===== src/bctc_pkg.sv =====
// Package for the buffered capture timer channels: register map, fields and state layout
`default_nettype none
package bctc_pkg;

   // ----------------------------------------------------------------
   // Register byte offsets (APB, one 32-bit word each)
   // ----------------------------------------------------------------
   localparam logic [7:0] BCTC_OFS_DIR_SEL   = 8'h00; // Channel direction select
   localparam logic [7:0] BCTC_OFS_FORCE     = 8'h04; // Compare force, reads zero
   localparam logic [7:0] BCTC_OFS_MASK7     = 8'h08; // Channel-7 port mask
   localparam logic [7:0] BCTC_OFS_DATA7     = 8'h0C; // Channel-7 port data
   localparam logic [7:0] BCTC_OFS_PORT_DATA = 8'h10; // Timer port data latch
   localparam logic [7:0] BCTC_OFS_PORT_DIR  = 8'h14; // Timer port direction
   localparam logic [7:0] BCTC_OFS_OUT_MODE  = 8'h18; // [7:0] mode, [15:8] level
   localparam logic [7:0] BCTC_OFS_EDGE_SEL  = 8'h1C; // [7:0] low bits, [15:8] high bits
   localparam logic [7:0] BCTC_OFS_CAP_CTRL  = 8'h20; // Capture system control
   localparam logic [7:0] BCTC_OFS_MC_CTRL   = 8'h24; // Modulus counter control
   localparam logic [7:0] BCTC_OFS_MC_COUNT  = 8'h28; // Modulus counter load / value
   localparam logic [7:0] BCTC_OFS_MAIN_CNT  = 8'h2C; // Main counter, read only
   localparam logic [7:0] BCTC_OFS_CHAN_BASE = 8'h30; // Channel values 0..7
   localparam logic [7:0] BCTC_OFS_HOLD_BASE = 8'h50; // Capture holding 0..3
   localparam logic [7:0] BCTC_OFS_ACC_BASE  = 8'h60; // Accumulators 0..3
   localparam logic [7:0] BCTC_OFS_ACCH_BASE = 8'h70; // Accumulator holding 0..3

   // ----------------------------------------------------------------
   // Field positions
   // ----------------------------------------------------------------
   localparam int BCTC_CAP_NOVW_LSB = 0;  // No-overwrite bits [7:0]
   localparam int BCTC_CAP_LATCH_QUEUE_SELECT_BIT = 8;  // 1 latch mode, 0 queue mode
   localparam int BCTC_CAP_SAT_BIT  = 9;  // Accumulator saturate
   localparam int BCTC_CAP_PAIR_BIT = 10; // Cascade accumulator pairs
   localparam int BCTC_MC_EN_BIT    = 0;  // Modulus counter enable
   localparam int BCTC_MC_PER_BIT   = 1;  // 1 periodic, 0 one-shot
   localparam int BCTC_MC_PSC_LSB   = 2;  // Prescaler [5:2]
   localparam int BCTC_MC_FLAT_BIT  = 8;  // Force latch, write-one pulse

   // ----------------------------------------------------------------
   // Reset and fixed values
   // ----------------------------------------------------------------
   localparam logic [7:0]  BCTC_RESET_BYTE  = 8'h00; // All byte registers
   localparam logic [15:0] BCTC_RESET_WORD  = 16'h0000; // All word registers
   localparam logic [7:0]  BCTC_ACC_MAX     = 8'hFF; // Saturation value
   localparam logic [15:0] BCTC_ONE16       = 16'h0001;
   localparam logic [7:0]  BCTC_ONE8        = 8'h01;

   // Whole state of the block
   typedef struct packed {
      logic [7:0]       dir_sel;   // 1 = output compare
      logic [7:0]       mask7;     // Channel-7 port mask
      logic [7:0]       data7;     // Channel-7 port data
      logic [7:0]       port_data; // Port data latch
      logic [7:0]       port_dir;  // Port direction
      logic [7:0]       om;        // Compare output mode
      logic [7:0]       ol;        // Compare output level
      logic [7:0]       edge_lo;   // Edge select low bits
      logic [7:0]       edge_hi;   // Edge select high bits
      logic [7:0]       novw;      // No-overwrite bits
      logic             latch_queue_select;      // Latch/queue select
      logic             sat;       // Accumulator saturate
      logic             pair;      // 16-bit accumulator pairs
      logic             mc_en;     // Modulus counter running
      logic             mc_per;    // Periodic reload
      logic [3:0]       mc_psc;    // Prescaler setting
      logic [3:0]       mc_pcnt;   // Prescaler count
      logic [15:0]      mc_load;   // Reload value
      logic [15:0]      mc_cnt;    // Current value
      logic             mc_zero;   // Zero pulse
      logic [15:0]      main_cnt;  // Main up-counter
      logic [7:0][15:0] chan_val;  // Capture / compare values
      logic [7:0]       cap_full;  // Capture register holds data
      logic [3:0][15:0] hold_val;  // Capture holding registers
      logic [3:0]       hold_full; // Holding register holds data
      logic [3:0][7:0]  acc;       // Pulse accumulators
      logic [3:0][7:0]  acc_hold;  // Accumulator holding
      logic [7:0]       pin_prev;  // Previous pin sample
      logic [7:0]       oc_level;  // Compare output levels
      logic [7:0]       pin_out;   // Pin drive value
      logic [7:0]       pin_oe;    // Pin output enable
      logic             pready;    // APB ready
      logic             pslverr;   // APB error
      logic [31:0]      prdata;    // APB read data
   } bctc_state_s;

endpackage
`default_nettype wire


===== src/bctc_timer.sv =====
// Eight-channel capture/compare timer with buffered captures and pulse accumulators
//
// The APB slave port and the register offsets were decided locally.
`default_nettype none
module bctc_timer
   import bctc_pkg::*;
(
   input  wire logic        clk_sys,    // Module clock, 50 MHz
   input  wire logic        rstn,       // Asynchronous reset, active low
   input  wire logic        psel,       // APB select
   input  wire logic        penable,    // APB enable
   input  wire logic        pwrite,     // APB direction
   input  wire logic [7:0]  paddr,      // APB byte address
   input  wire logic [31:0] pwdata,     // APB write data
   output logic      [31:0] prdata,     // APB read data
   output logic             pready,     // APB ready
   output logic             pslverr,    // APB error
   input  wire logic [7:0]  timer_pin_in,  // Timer port pin levels
   output logic      [7:0]  timer_pin_out, // Timer port drive values
   output logic      [7:0]  timer_pin_oe,  // Timer port output enables
   output logic             modcount_zero  // Modulus counter zero pulse
);
   import bctc_pkg::*;

   // ----------------------------------------------------------------
   // State and edge detection
   // ----------------------------------------------------------------
   bctc_state_s st_reg;    // Registered state
   bctc_state_s st_next;   // Next state
   logic [7:0]  edge_ok;   // Valid capture transition per channel
   logic [7:0]  pin_rise;  // Rising edge per pin
   logic [7:0]  pin_fall;  // Falling edge per pin

   // Per-channel edge qualification
   genvar g;
   generate
      for (g = 0; g < 8; g++)
      begin : g_edge
         assign pin_rise[g] = timer_pin_in[g] & ~st_reg.pin_prev[g];
         assign pin_fall[g] = ~timer_pin_in[g] & st_reg.pin_prev[g];
         // 00 off, 01 rising, 10 falling, 11 both
         assign edge_ok[g]  = (st_reg.edge_lo[g] & pin_rise[g]) | (st_reg.edge_hi[g] & pin_fall[g]);
      end
   endgenerate

   // ----------------------------------------------------------------
   // Read multiplexer
   // ----------------------------------------------------------------
   // Returns read data and whether the address is mapped
   function automatic logic [32:0] read_mux(input bctc_state_s s, input logic [7:0] a, input logic [7:0] pin);
      logic [31:0] d;
      logic        ok;
      d  = '0;
      ok = 1'b1;
      case (a)
         BCTC_OFS_DIR_SEL:   d[7:0]  = s.dir_sel;
         BCTC_OFS_FORCE:     d[7:0]  = BCTC_RESET_BYTE;
         BCTC_OFS_MASK7:     d[7:0]  = s.mask7;
         BCTC_OFS_DATA7:     d[7:0]  = s.data7;
         // Inputs show pin level, outputs show driver level
         BCTC_OFS_PORT_DATA: d[7:0]  = (s.pin_oe & s.pin_out) | (~s.pin_oe & pin);
         BCTC_OFS_PORT_DIR:  d[7:0]  = s.port_dir;
         BCTC_OFS_OUT_MODE:  d[15:0] = {s.ol, s.om};
         BCTC_OFS_EDGE_SEL:  d[15:0] = {s.edge_hi, s.edge_lo};
         BCTC_OFS_CAP_CTRL:  d[10:0] = {s.pair, s.sat, s.latch_queue_select, s.novw};
         BCTC_OFS_MC_CTRL:   d[5:0]  = {s.mc_psc, s.mc_per, s.mc_en};
         BCTC_OFS_MC_COUNT:  d[15:0] = s.mc_cnt;
         BCTC_OFS_MAIN_CNT:  d[15:0] = s.main_cnt;
         default:
         begin
            ok = 1'b0;
            for (int n = 0; n < 8; n++)
            begin
               if (a == BCTC_OFS_CHAN_BASE + 8'(4 * n))
               begin
                  d[15:0] = s.chan_val[n];
                  ok      = 1'b1;
               end
            end
            for (int k = 0; k < 4; k++)
            begin
               if (a == BCTC_OFS_HOLD_BASE + 8'(4 * k))
               begin
                  d[15:0] = s.hold_val[k];
                  ok      = 1'b1;
               end
               if (a == BCTC_OFS_ACC_BASE + 8'(4 * k))
               begin
                  d[7:0] = s.acc[k];
                  ok     = 1'b1;
               end
               if (a == BCTC_OFS_ACCH_BASE + 8'(4 * k))
               begin
                  d[7:0] = s.acc_hold[k];
                  ok     = 1'b1;
               end
            end
         end
      endcase
      return {ok, d};
   endfunction

   // ----------------------------------------------------------------
   // Next-state logic
   // ----------------------------------------------------------------
   // Bus, modulus counter, captures, accumulators, compares, pins
   always_comb
   begin
      logic        acc_done;   // Access phase completes this edge
      logic        wr;         // Write completes
      logic        rd;         // Read completes
      logic        latch_ev;   // Holding latch event
      logic        mc_tick;    // Prescaler tick
      logic [32:0] rmux;       // Read mux result
      logic [7:0]  force_bits; // Forced compare channels
      logic [7:0]  cmp_ev;     // Compare actions this cycle
      logic [7:0]  own;        // Pins owned by compare logic
      logic [3:0]  inc;        // Accumulator increment
      logic [1:0]  act;        // Mode/level pair
      acc_done   = psel & penable & st_reg.pready;
      wr         = acc_done & pwrite;
      rd         = acc_done & ~pwrite;
      latch_ev   = 1'b0;
      mc_tick    = 1'b0;
      force_bits = '0;
      cmp_ev     = '0;
      own        = '0;
      inc        = '0;
      act        = '0;
      rmux       = read_mux(st_reg, paddr, timer_pin_in);
      st_next    = st_reg;
      st_next.mc_zero  = 1'b0;
      st_next.pin_prev = timer_pin_in;
      st_next.main_cnt = 16'(st_reg.main_cnt + BCTC_ONE16);

      // APB: one wait cycle, then the access completes
      if (psel && penable && !st_reg.pready)
      begin
         st_next.pready  = 1'b1;
         st_next.prdata  = rmux[31:0];
         st_next.pslverr = ~rmux[32];
      end
      else
      begin
         st_next.pready  = 1'b0;
         st_next.pslverr = 1'b0;
      end

      // Register writes, whole words only
      if (wr && rmux[32])
      begin
         case (paddr)
            BCTC_OFS_DIR_SEL:   st_next.dir_sel   = pwdata[7:0];
            BCTC_OFS_FORCE:     force_bits        = pwdata[7:0];
            BCTC_OFS_MASK7:     st_next.mask7     = pwdata[7:0];
            BCTC_OFS_DATA7:     st_next.data7     = pwdata[7:0];
            BCTC_OFS_PORT_DATA: st_next.port_data = pwdata[7:0];
            BCTC_OFS_PORT_DIR:  st_next.port_dir  = pwdata[7:0];
            BCTC_OFS_OUT_MODE:
            begin
               st_next.om = pwdata[7:0];
               st_next.ol = pwdata[15:8];
            end
            BCTC_OFS_EDGE_SEL:
            begin
               st_next.edge_lo = pwdata[7:0];
               st_next.edge_hi = pwdata[15:8];
            end
            BCTC_OFS_CAP_CTRL:
            begin
               st_next.novw = pwdata[BCTC_CAP_NOVW_LSB +: 8];
               st_next.latch_queue_select = pwdata[BCTC_CAP_LATCH_QUEUE_SELECT_BIT];
               st_next.sat  = pwdata[BCTC_CAP_SAT_BIT];
               st_next.pair = pwdata[BCTC_CAP_PAIR_BIT];
            end
            BCTC_OFS_MC_CTRL:
            begin
               st_next.mc_en  = pwdata[BCTC_MC_EN_BIT];
               st_next.mc_per = pwdata[BCTC_MC_PER_BIT];
               st_next.mc_psc = pwdata[BCTC_MC_PSC_LSB +: 4];
               latch_ev       = pwdata[BCTC_MC_FLAT_BIT];
            end
            BCTC_OFS_MC_COUNT:
            begin
               // Full 16-bit load in one access
               st_next.mc_load = pwdata[15:0];
               st_next.mc_cnt  = pwdata[15:0];
               st_next.mc_pcnt = '0;
               if (pwdata[15:0] == BCTC_RESET_WORD)
               begin
                  latch_ev = 1'b1;
               end
            end
            default:
            begin
               for (int n = 0; n < 8; n++)
               begin
                  if (paddr == BCTC_OFS_CHAN_BASE + 8'(4 * n))
                  begin
                     st_next.chan_val[n] = pwdata[15:0];
                  end
               end
            end
         endcase
      end

      // Reads empty capture and holding registers
      if (rd)
      begin
         for (int n = 0; n < 8; n++)
         begin
            if (paddr == BCTC_OFS_CHAN_BASE + 8'(4 * n))
            begin
               st_next.cap_full[n] = 1'b0;
            end
         end
         for (int k = 0; k < 4; k++)
         begin
            if (paddr == BCTC_OFS_HOLD_BASE + 8'(4 * k))
            begin
               st_next.hold_full[k] = 1'b0;
               if (!st_reg.latch_queue_select)
               begin
                  st_next.acc_hold[k] = st_reg.acc[k];
                  st_next.acc[k]      = BCTC_RESET_BYTE;
               end
            end
         end
      end

      // Modulus down-counter with prescaler
      if (st_reg.mc_en && !(wr && paddr == BCTC_OFS_MC_COUNT))
      begin
         if (st_reg.mc_pcnt == st_reg.mc_psc)
         begin
            mc_tick         = 1'b1;
            st_next.mc_pcnt = '0;
         end
         else
         begin
            st_next.mc_pcnt = 4'(st_reg.mc_pcnt + 4'h1);
         end
         if (mc_tick && st_reg.mc_cnt != BCTC_RESET_WORD)
         begin
            st_next.mc_cnt = 16'(st_reg.mc_cnt - BCTC_ONE16);
            if (st_reg.mc_cnt == BCTC_ONE16)
            begin
               latch_ev        = 1'b1;
               st_next.mc_zero = 1'b1;
               // Periodic reloads, one-shot stays at zero
               if (st_reg.mc_per)
               begin
                  st_next.mc_cnt = st_reg.mc_load;
               end
            end
         end
      end

      // Latch mode: move captures and accumulators to holding
      if (latch_ev && st_reg.latch_queue_select)
      begin
         for (int k = 0; k < 4; k++)
         begin
            if (!st_reg.novw[k] || !st_reg.hold_full[k])
            begin
               st_next.hold_val[k]  = st_reg.chan_val[k];
               st_next.hold_full[k] = st_reg.cap_full[k];
               st_next.cap_full[k]  = 1'b0;
            end
            st_next.acc_hold[k] = st_next.acc[k];
            st_next.acc[k]      = BCTC_RESET_BYTE;
         end
      end

      // Captures on input channels
      for (int n = 0; n < 8; n++)
      begin
         if (edge_ok[n] && !st_reg.dir_sel[n])
         begin
            if (n < 4 && !st_reg.latch_queue_select)
            begin
               // Queue: shift old capture, then store
               if (!st_reg.novw[n])
               begin
                  st_next.hold_val[n]  = st_reg.chan_val[n];
                  st_next.hold_full[n] = st_reg.cap_full[n];
                  st_next.chan_val[n]  = st_reg.main_cnt;
                  st_next.cap_full[n]  = 1'b1;
               end
               else if (!st_next.cap_full[n])
               begin
                  st_next.chan_val[n] = st_reg.main_cnt;
                  st_next.cap_full[n] = 1'b1;
               end
               else if (!st_next.hold_full[n])
               begin
                  st_next.hold_val[n]  = st_reg.chan_val[n];
                  st_next.hold_full[n] = 1'b1;
                  st_next.chan_val[n]  = st_reg.main_cnt;
               end
            end
            else if (!st_reg.novw[n] || !st_next.cap_full[n])
            begin
               st_next.chan_val[n] = st_reg.main_cnt;
               st_next.cap_full[n] = 1'b1;
            end
         end
      end

      // Pulse accumulators on the buffered channels
      for (int k = 0; k < 4; k++)
      begin
         inc[k] = edge_ok[k];
      end
      for (int k = 0; k < 4; k++)
      begin
         // Odd accumulator of a pair counts carries: even one just wrapped to zero
         if (st_reg.pair && k[0])
         begin
            inc[k] = inc[k - 1] && st_next.acc[k - 1] == BCTC_RESET_BYTE;
         end
         if (inc[k])
         begin
            if (st_reg.sat && !st_reg.pair && st_next.acc[k] == BCTC_ACC_MAX)
            begin
               st_next.acc[k] = BCTC_ACC_MAX;
            end
            else
            begin
               st_next.acc[k] = 8'(st_next.acc[k] + BCTC_ONE8);
            end
         end
      end

      // Compare matches and forced actions
      for (int n = 0; n < 8; n++)
      begin
         cmp_ev[n] = st_reg.dir_sel[n] & ((st_reg.chan_val[n] == st_reg.main_cnt) | force_bits[n]);
      end
      for (int n = 0; n < 8; n++)
      begin
         act = {st_reg.om[n], st_reg.ol[n]};
         if (cmp_ev[7] && st_reg.mask7[n])
         begin
            st_next.oc_level[n] = st_reg.data7[n];
         end
         else if (cmp_ev[n] && !st_reg.mask7[n])
         begin
            case (act)
               2'b01:   st_next.oc_level[n] = ~st_reg.oc_level[n];
               2'b10:   st_next.oc_level[n] = 1'b0;
               2'b11:   st_next.oc_level[n] = 1'b1;
               default: st_next.oc_level[n] = st_reg.oc_level[n];
            endcase
         end
      end

      // Pin ownership and drive
      own            = st_reg.dir_sel & (st_reg.om | st_reg.ol | st_reg.mask7);
      st_next.pin_oe = own | st_next.port_dir;
      for (int n = 0; n < 8; n++)
      begin
         st_next.pin_out[n] = own[n] ? st_next.oc_level[n] : st_next.port_data[n];
      end
   end

   // ----------------------------------------------------------------
   // State register
   // ----------------------------------------------------------------
   // All state clears on reset
   always_ff @(posedge clk_sys or negedge rstn)
   begin
      if (!rstn)
      begin
         st_reg <= '0;
      end
      else
      begin
         st_reg <= st_next;
      end
   end

   // Outputs straight from the state register
   assign prdata        = st_reg.prdata;
   assign pready        = st_reg.pready;
   assign pslverr       = st_reg.pslverr;
   assign timer_pin_out = st_reg.pin_out;
   assign timer_pin_oe  = st_reg.pin_oe;
   assign modcount_zero = st_reg.mc_zero;

endmodule
`default_nettype wire


===== config.mk =====
export PLATFORM = sky130hd
export DESIGN_NAME = bctc_timer
export DESIGN_NICKNAME = d
export VERILOG_FILES = /design/src/bctc_pkg.sv /design/src/bctc_timer.sv
export SDC_FILE = /design/constraint.sdc
export NUM_CORES = 1
export LEC_CHECK = 0
export CAP_MARGIN = 40
export CORE_AREA = 2 2 296 298
export CTS_CLUSTER_SIZE = 40
export DETAILED_ROUTE_END_ITERATION = 8
export DIE_AREA = 0 0 298 300
export DONT_BUFFER_PORTS = 1
export PLACE_DENSITY_LB_ADDON = 0.25
export SLEW_MARGIN = 10
export SYNTH_ARGS = -nofsm -noshare
export SYNTH_HDL_FRONTEND = slang
export SYNTH_SLANG_ARGS = --single-unit

===== constraint.sdc =====
create_clock -name clk_sys -period 4.05 [get_ports clk_sys]
set_input_delay 0.2025 -clock clk_sys [delete_from_list [all_inputs] [get_ports clk_sys]]
set_output_delay 0.2025 -clock clk_sys [all_outputs]
set_load 0.005 [all_outputs]

-- Yosys cells after proc, flatten, opt, wreduce, memory -nomap -nowiden
Cells that the tools add are included.
- memories kept: 0
- memory bits (read-only): 0
- word-level logic and storage cells: 595
- output and inout port bits: 51
- flip-flop bits (word level): 460
- bits in writable memories: 0
- latch bits: 0
- input port bits: 53
- muxes and demuxes: 255
- add/subtract/negate cells: 7
- bitwise gates (word level): 94
- equal/unequal tests: 70
- order comparisons: 0
- shift operators: 0
- div/mod/pow operators: 0
- $mul: 0
- reductions and logical operators: 119
- operators by type and width (kind ; count):
    2-to-1 mux 16 bit ; 81
    2-to-1 mux 8 bit ; 37
    2-to-1 mux 128 bit ; 2
    2-to-1 mux 136 bit ; 1
    equality test 16 bit ; 8
    equality test 8 x 7 -> 1 bit (second input constant) ; 16
    2-to-1 mux 1 bit ; 110
    2-to-1 mux 101 bit ; 1
    one-hot mux 6 bit (12 select lines) ; 1
    2-to-1 mux 68 bit ; 1
    equality test 8 x 6 -> 1 bit (second input constant) ; 8
    2-to-1 mux 17 bit ; 3
    bitwise AND 1 bit ; 44
    logical NOT 1 bit ; 39
    logical AND 1 bit ; 38
    2-to-1 mux 36 bit ; 1
    adder 8 x 1 -> 8 bit (second input constant) ; 4
    equality test 2 bit (second input constant) ; 16
    equality test 8 x 5 -> 1 bit (second input constant) ; 4
    equality test 8 bit (second input constant) ; 4
    bitwise OR 8 bit ; 4
    NOT 1 bit ; 26
    one-hot mux 5 bit (5 select lines) ; 1
    bitwise AND 8 bit ; 3
    other kinds (31) ; 92

-- Logic depth before layout (Yosys ltp)
- depth in word-level cells: 37
- gate-level depth with buffers: 16
- depth with buffers taken out: 14

-- Least setup slack after synthesis
No wires, ideal clock.
- kind: input to register
- start: input port paddr[1]
- end: register st_reg[124] (netlist name)
- data arrival time: 3.041 ns
- slack: 0.926 ns
- library setup time: 0.082 ns
- stages on the path: 14
- cells stage by stage: buf_2 > nor4b_4 > nand3_2 > and4_1 > o31ai_4 > and2_1 > clkbuf_1 > nand2_1 > inv_1 > ha_1 > nand3_1 > nor4b_2 > nor3b_1 > o22ai_1
- RTL lines (item ; line ; source):
    from (decl) ; bctc_timer.sv:13 ; input wire logic [7:0] paddr,
    to (signal assigned) ; bctc_timer.sv:379 ; st_reg <= st_next;
    to (decl) ; bctc_timer.sv:28 ; bctc_state_s st_reg;

==> impl_metrics.tcl <==
set metrics [dict create \
    yosysWarnings 0 \
    finClkSkew_ps 16.98 \
    die_area_um2 89400 \
    post-route-util_pct 33.86 \
    antenna_found_initial 5 \
    grt_max_degree 461 \
    htreeDepth 2 \
    hold_viol 460 \
    cp.required_ps 4590 \
    synthArstFlopShare_pct 100.0 \
    syn_to_final_growth_pct 13.77 \
    setup_viol 0 \
    cts_tree "yes" \
    largest_reg_flops 425 \
    clock_latency_ps 640 \
    start_kind "flip-flop" \
    slew_headroom_pct -68.90 \
    wl_per_cell_um 27.51 \
    final_max_slew_viol_count 289 \
    cp.arrival_ps 4310 \
    post-route-min-period_ps 3767 \
    place.gp.congestion 0.9643 \
    violations "negative hold slack, max-slew violations" \
    yosysSeqAreaShare_pct 44.86 \
    clock_tree.root_cell "clkbuf_16" \
    p_per_area_nw_per_um2 346.9 \
    start_util_pct 29.76 \
    postSynthAreaPerCell_um2 9.836 \
    min_path_type "primary input to asynchronous set/reset pin" \
    synthSimpleGateAreaFrac_pct 15.62 \
    hold_buffers 25 \
    total_leakage_power_uw 0.01305 \
    ff_latch_area_um2 11510 \
    fillers 8770 \
    drtPass1Iterations 8 \
    critPathKind "flip-flop to flip-flop" \
    grt_pass1_wl_mm 152.0 \
    status "finished with violations" \
    ys_ff_latch 460 \
    ios 104 \
    synth_xor_area_share_pct 5.461 \
    ir_worst_vdd_mv 0.2863 \
    place_hpwl_mm 73.89 \
    io_buffers 0 \
    synthAdderAreaFrac_pct 0.2926 \
    ys.flop_type "dfrtp_1" \
    fin_nets 2657 \
    crit_path_max_fanout 13 \
    netlist_area_um2 25660 \
    cts.sinks 460 \
    fp.dieH_um 300 \
    clk_path_buf_depth 3 \
    worst_pin_slew_ps 2533 \
    numCtsBuffers 54 \
    multiInputGateArea_um2 13080 \
    synthCells 2609 \
    synthMuxAreaShare_pct 14.24 \
    avgViaCountPerCell 5.633 \
    setup_tns_ps 0 \
    hold_ws_ps -695.1 \
    synth_top_family_by_area "simple AND/OR/NAND/NOR gates" \
    final_antenna_net_count 0 \
    ctsResizeCount 0 \
    synth_compound_area_share_pct 14.83 \
    synth-edff-count 0 \
    fin_crit_sh_pct 93.00 \
    drt_iter0_markers 2545 \
    path_clk_slew_ps 60 \
    core_um2 86210 \
    post-cts-setup-buffer-count 0 \
    num_vias 21420 \
    crit_path_end_kind "flip-flop" \
    routed_wl_mm 104.6 \
    rsz0062_at_grt "false" \
    track_usage_pct 22.90 \
    rows 108 \
    yosysUniqueCellTypes 91 \
    grt-ovfl-total 0 \
    grt_pass1_vias 21260 \
    clock.fmax_mhz 265.5 \
    drive_gt1_share_pct 17.41 \
    max_cap_violations 0 \
    die_x_um 298 \
    drc 0 \
]
[cells in the final DEF (no fill, tap or decap), types with 21 or more instances in the layout]
master	instances
xnor2_1	103
nor3_1	34
a21o_1	21
buf_4	110
xor2_1	57
a31oi_1	23
nand2b_1	21
a22oi_1	40
clkbuf_16	55
nand2_1	238
nor4_1	32
a221oi_1	24
a222oi_1	38
mux2i_1	142
dfrtp_1	460
inv_1	25
a21oi_1	216
dlygate4sd3_1	25
mux2_2	183
nor2_1	258
nand4_1	49
o21ai_0	88
nand3_1	47
[final timing paths]
kind | cells past startpoint | slack, ps | to | from
min reg2reg | 1 | 480 | st_reg[132] | st_reg[200]
max reg2reg | 10 | 280 | st_reg[127] | st_reg[351]
max | 10 | 280 | st_reg[127] | st_reg[351]
min | 0 | -700 | st_reg[125] | rstn
min in group clk_sys | 2 | 20 | pslverr | paddr[7]
max in group asynchronous | 0 | 2780 | st_reg[297] | rstn
[layout make-up]
class | count | share of cell area [%]
inverters | 25 | 0.3214
flip-flops and latches | 460 | 39.43
clock inverters | 16 | 0.6986
well taps | 1155 | 4.950
diodes | 5 | 0.04286
multi-input cells | 1912 | 44.79
clock buffers | 84 | 5.567
repair buffers | 145 | 4.204
[worst max-delay path, stage by stage, from the launching register on]
cell and delay (ps):
dfrtp_1 470, inv_1 120, ha_1 310, or4b_2 690
o41ai_2 410, nor4_2 140, o31a_2 450, nor2_4 150
a31oi_2 240, nor4b_1 440, mux2i_1 250
[synthesized netlist by cell type, types with 6 or more instances]
library cell,number,share of area [%]
dfrtp_1,460,45
nor2_1,259,3.8
nand2_1,238,3.5
a21oi_1,216,4.2
mux2_2,183,8.0
mux2i_1,142,5.5
clkbuf_1,140,2.0
xnor2_1,103,3.5
o21ai_0,88,1.7
xor2_1,57,1.9
buf_4,51,1.5
nand4_1,49,1.2
nand3_1,47,0.92
a22oi_1,40,1.2
a222oi_1,38,1.5
nor3_1,35,0.68
nor4_1,34,0.83
inv_1,25,0.37
a221oi_1,24,0.82
a31oi_1,24,0.59
buf_2,22,0.43
a21o_1,21,0.61
nand2b_1,21,0.51
nor2b_1,16,0.39
o211ai_1,16,0.47
o22ai_1,15,0.37
a221o_1,12,0.47
nand3b_1,12,0.35
a211oi_1,11,0.32
and3_1,11,0.27
o31ai_1,11,0.32
and2_1,10,0.24
mux2_4,10,0.59
buf_1,9,0.13
a22o_1,8,0.27
nor2_2,8,0.20
o21ai_1,8,0.16
ha_1,6,0.29
nor3b_1,6,0.18
o221ai_1,6,0.20
or2_2,6,0.15
[metal layers]
layer  vias up  share of wire [%]  routed length, um  global-route usage, %
li1       9376                  -                  -                      -
met1     10780                 41              42700                  29.46
met2      1005                 46              47730                  36.74
met3       254                8.3               8706                  5.138
met4         2                5.2               5448                  10.45
met5         -              0.012                 13                      0
[kinds of logic after synthesis]
kind of cell / Yosys count
flops: 460
buf+inv: 252
xor+xnor: 160
simple gates: 814
other cells: 1
fa+ha+maj: 6
compound gates: 580
mux: 336
[power breakdown]
part	switching [uW]	leakage, uW	internal, uW
clock network	2110	0.000899	3010
logic	184	0.00584	112
registers	69.7	0.00631	4650
total	2360	0.0130	7760
[metrics by stage]
stage / instances / hold WS (ps) / cell area, um2 / power [uW] / setup slack, ps
3_3_place_gp: 3662 / -61.90 / 26960 / 4994 / 417.7
4_1_cts: 3790 / -725.9 / 29080 / 10160 / 327.6
6_report: 3802 / -695.1 / 29190 / 10130 / 283.4
2_1_floorplan: 2624 / -93.09 / 25720 / 4976 / 926.4
3_5_place_dp: 3665 / -63.72 / 27000 / 4998 / 380.4
5_1_grt: 3800 / -715.1 / 29190 / 10410 / 107.0
Power figures use the tool's default switching activity.
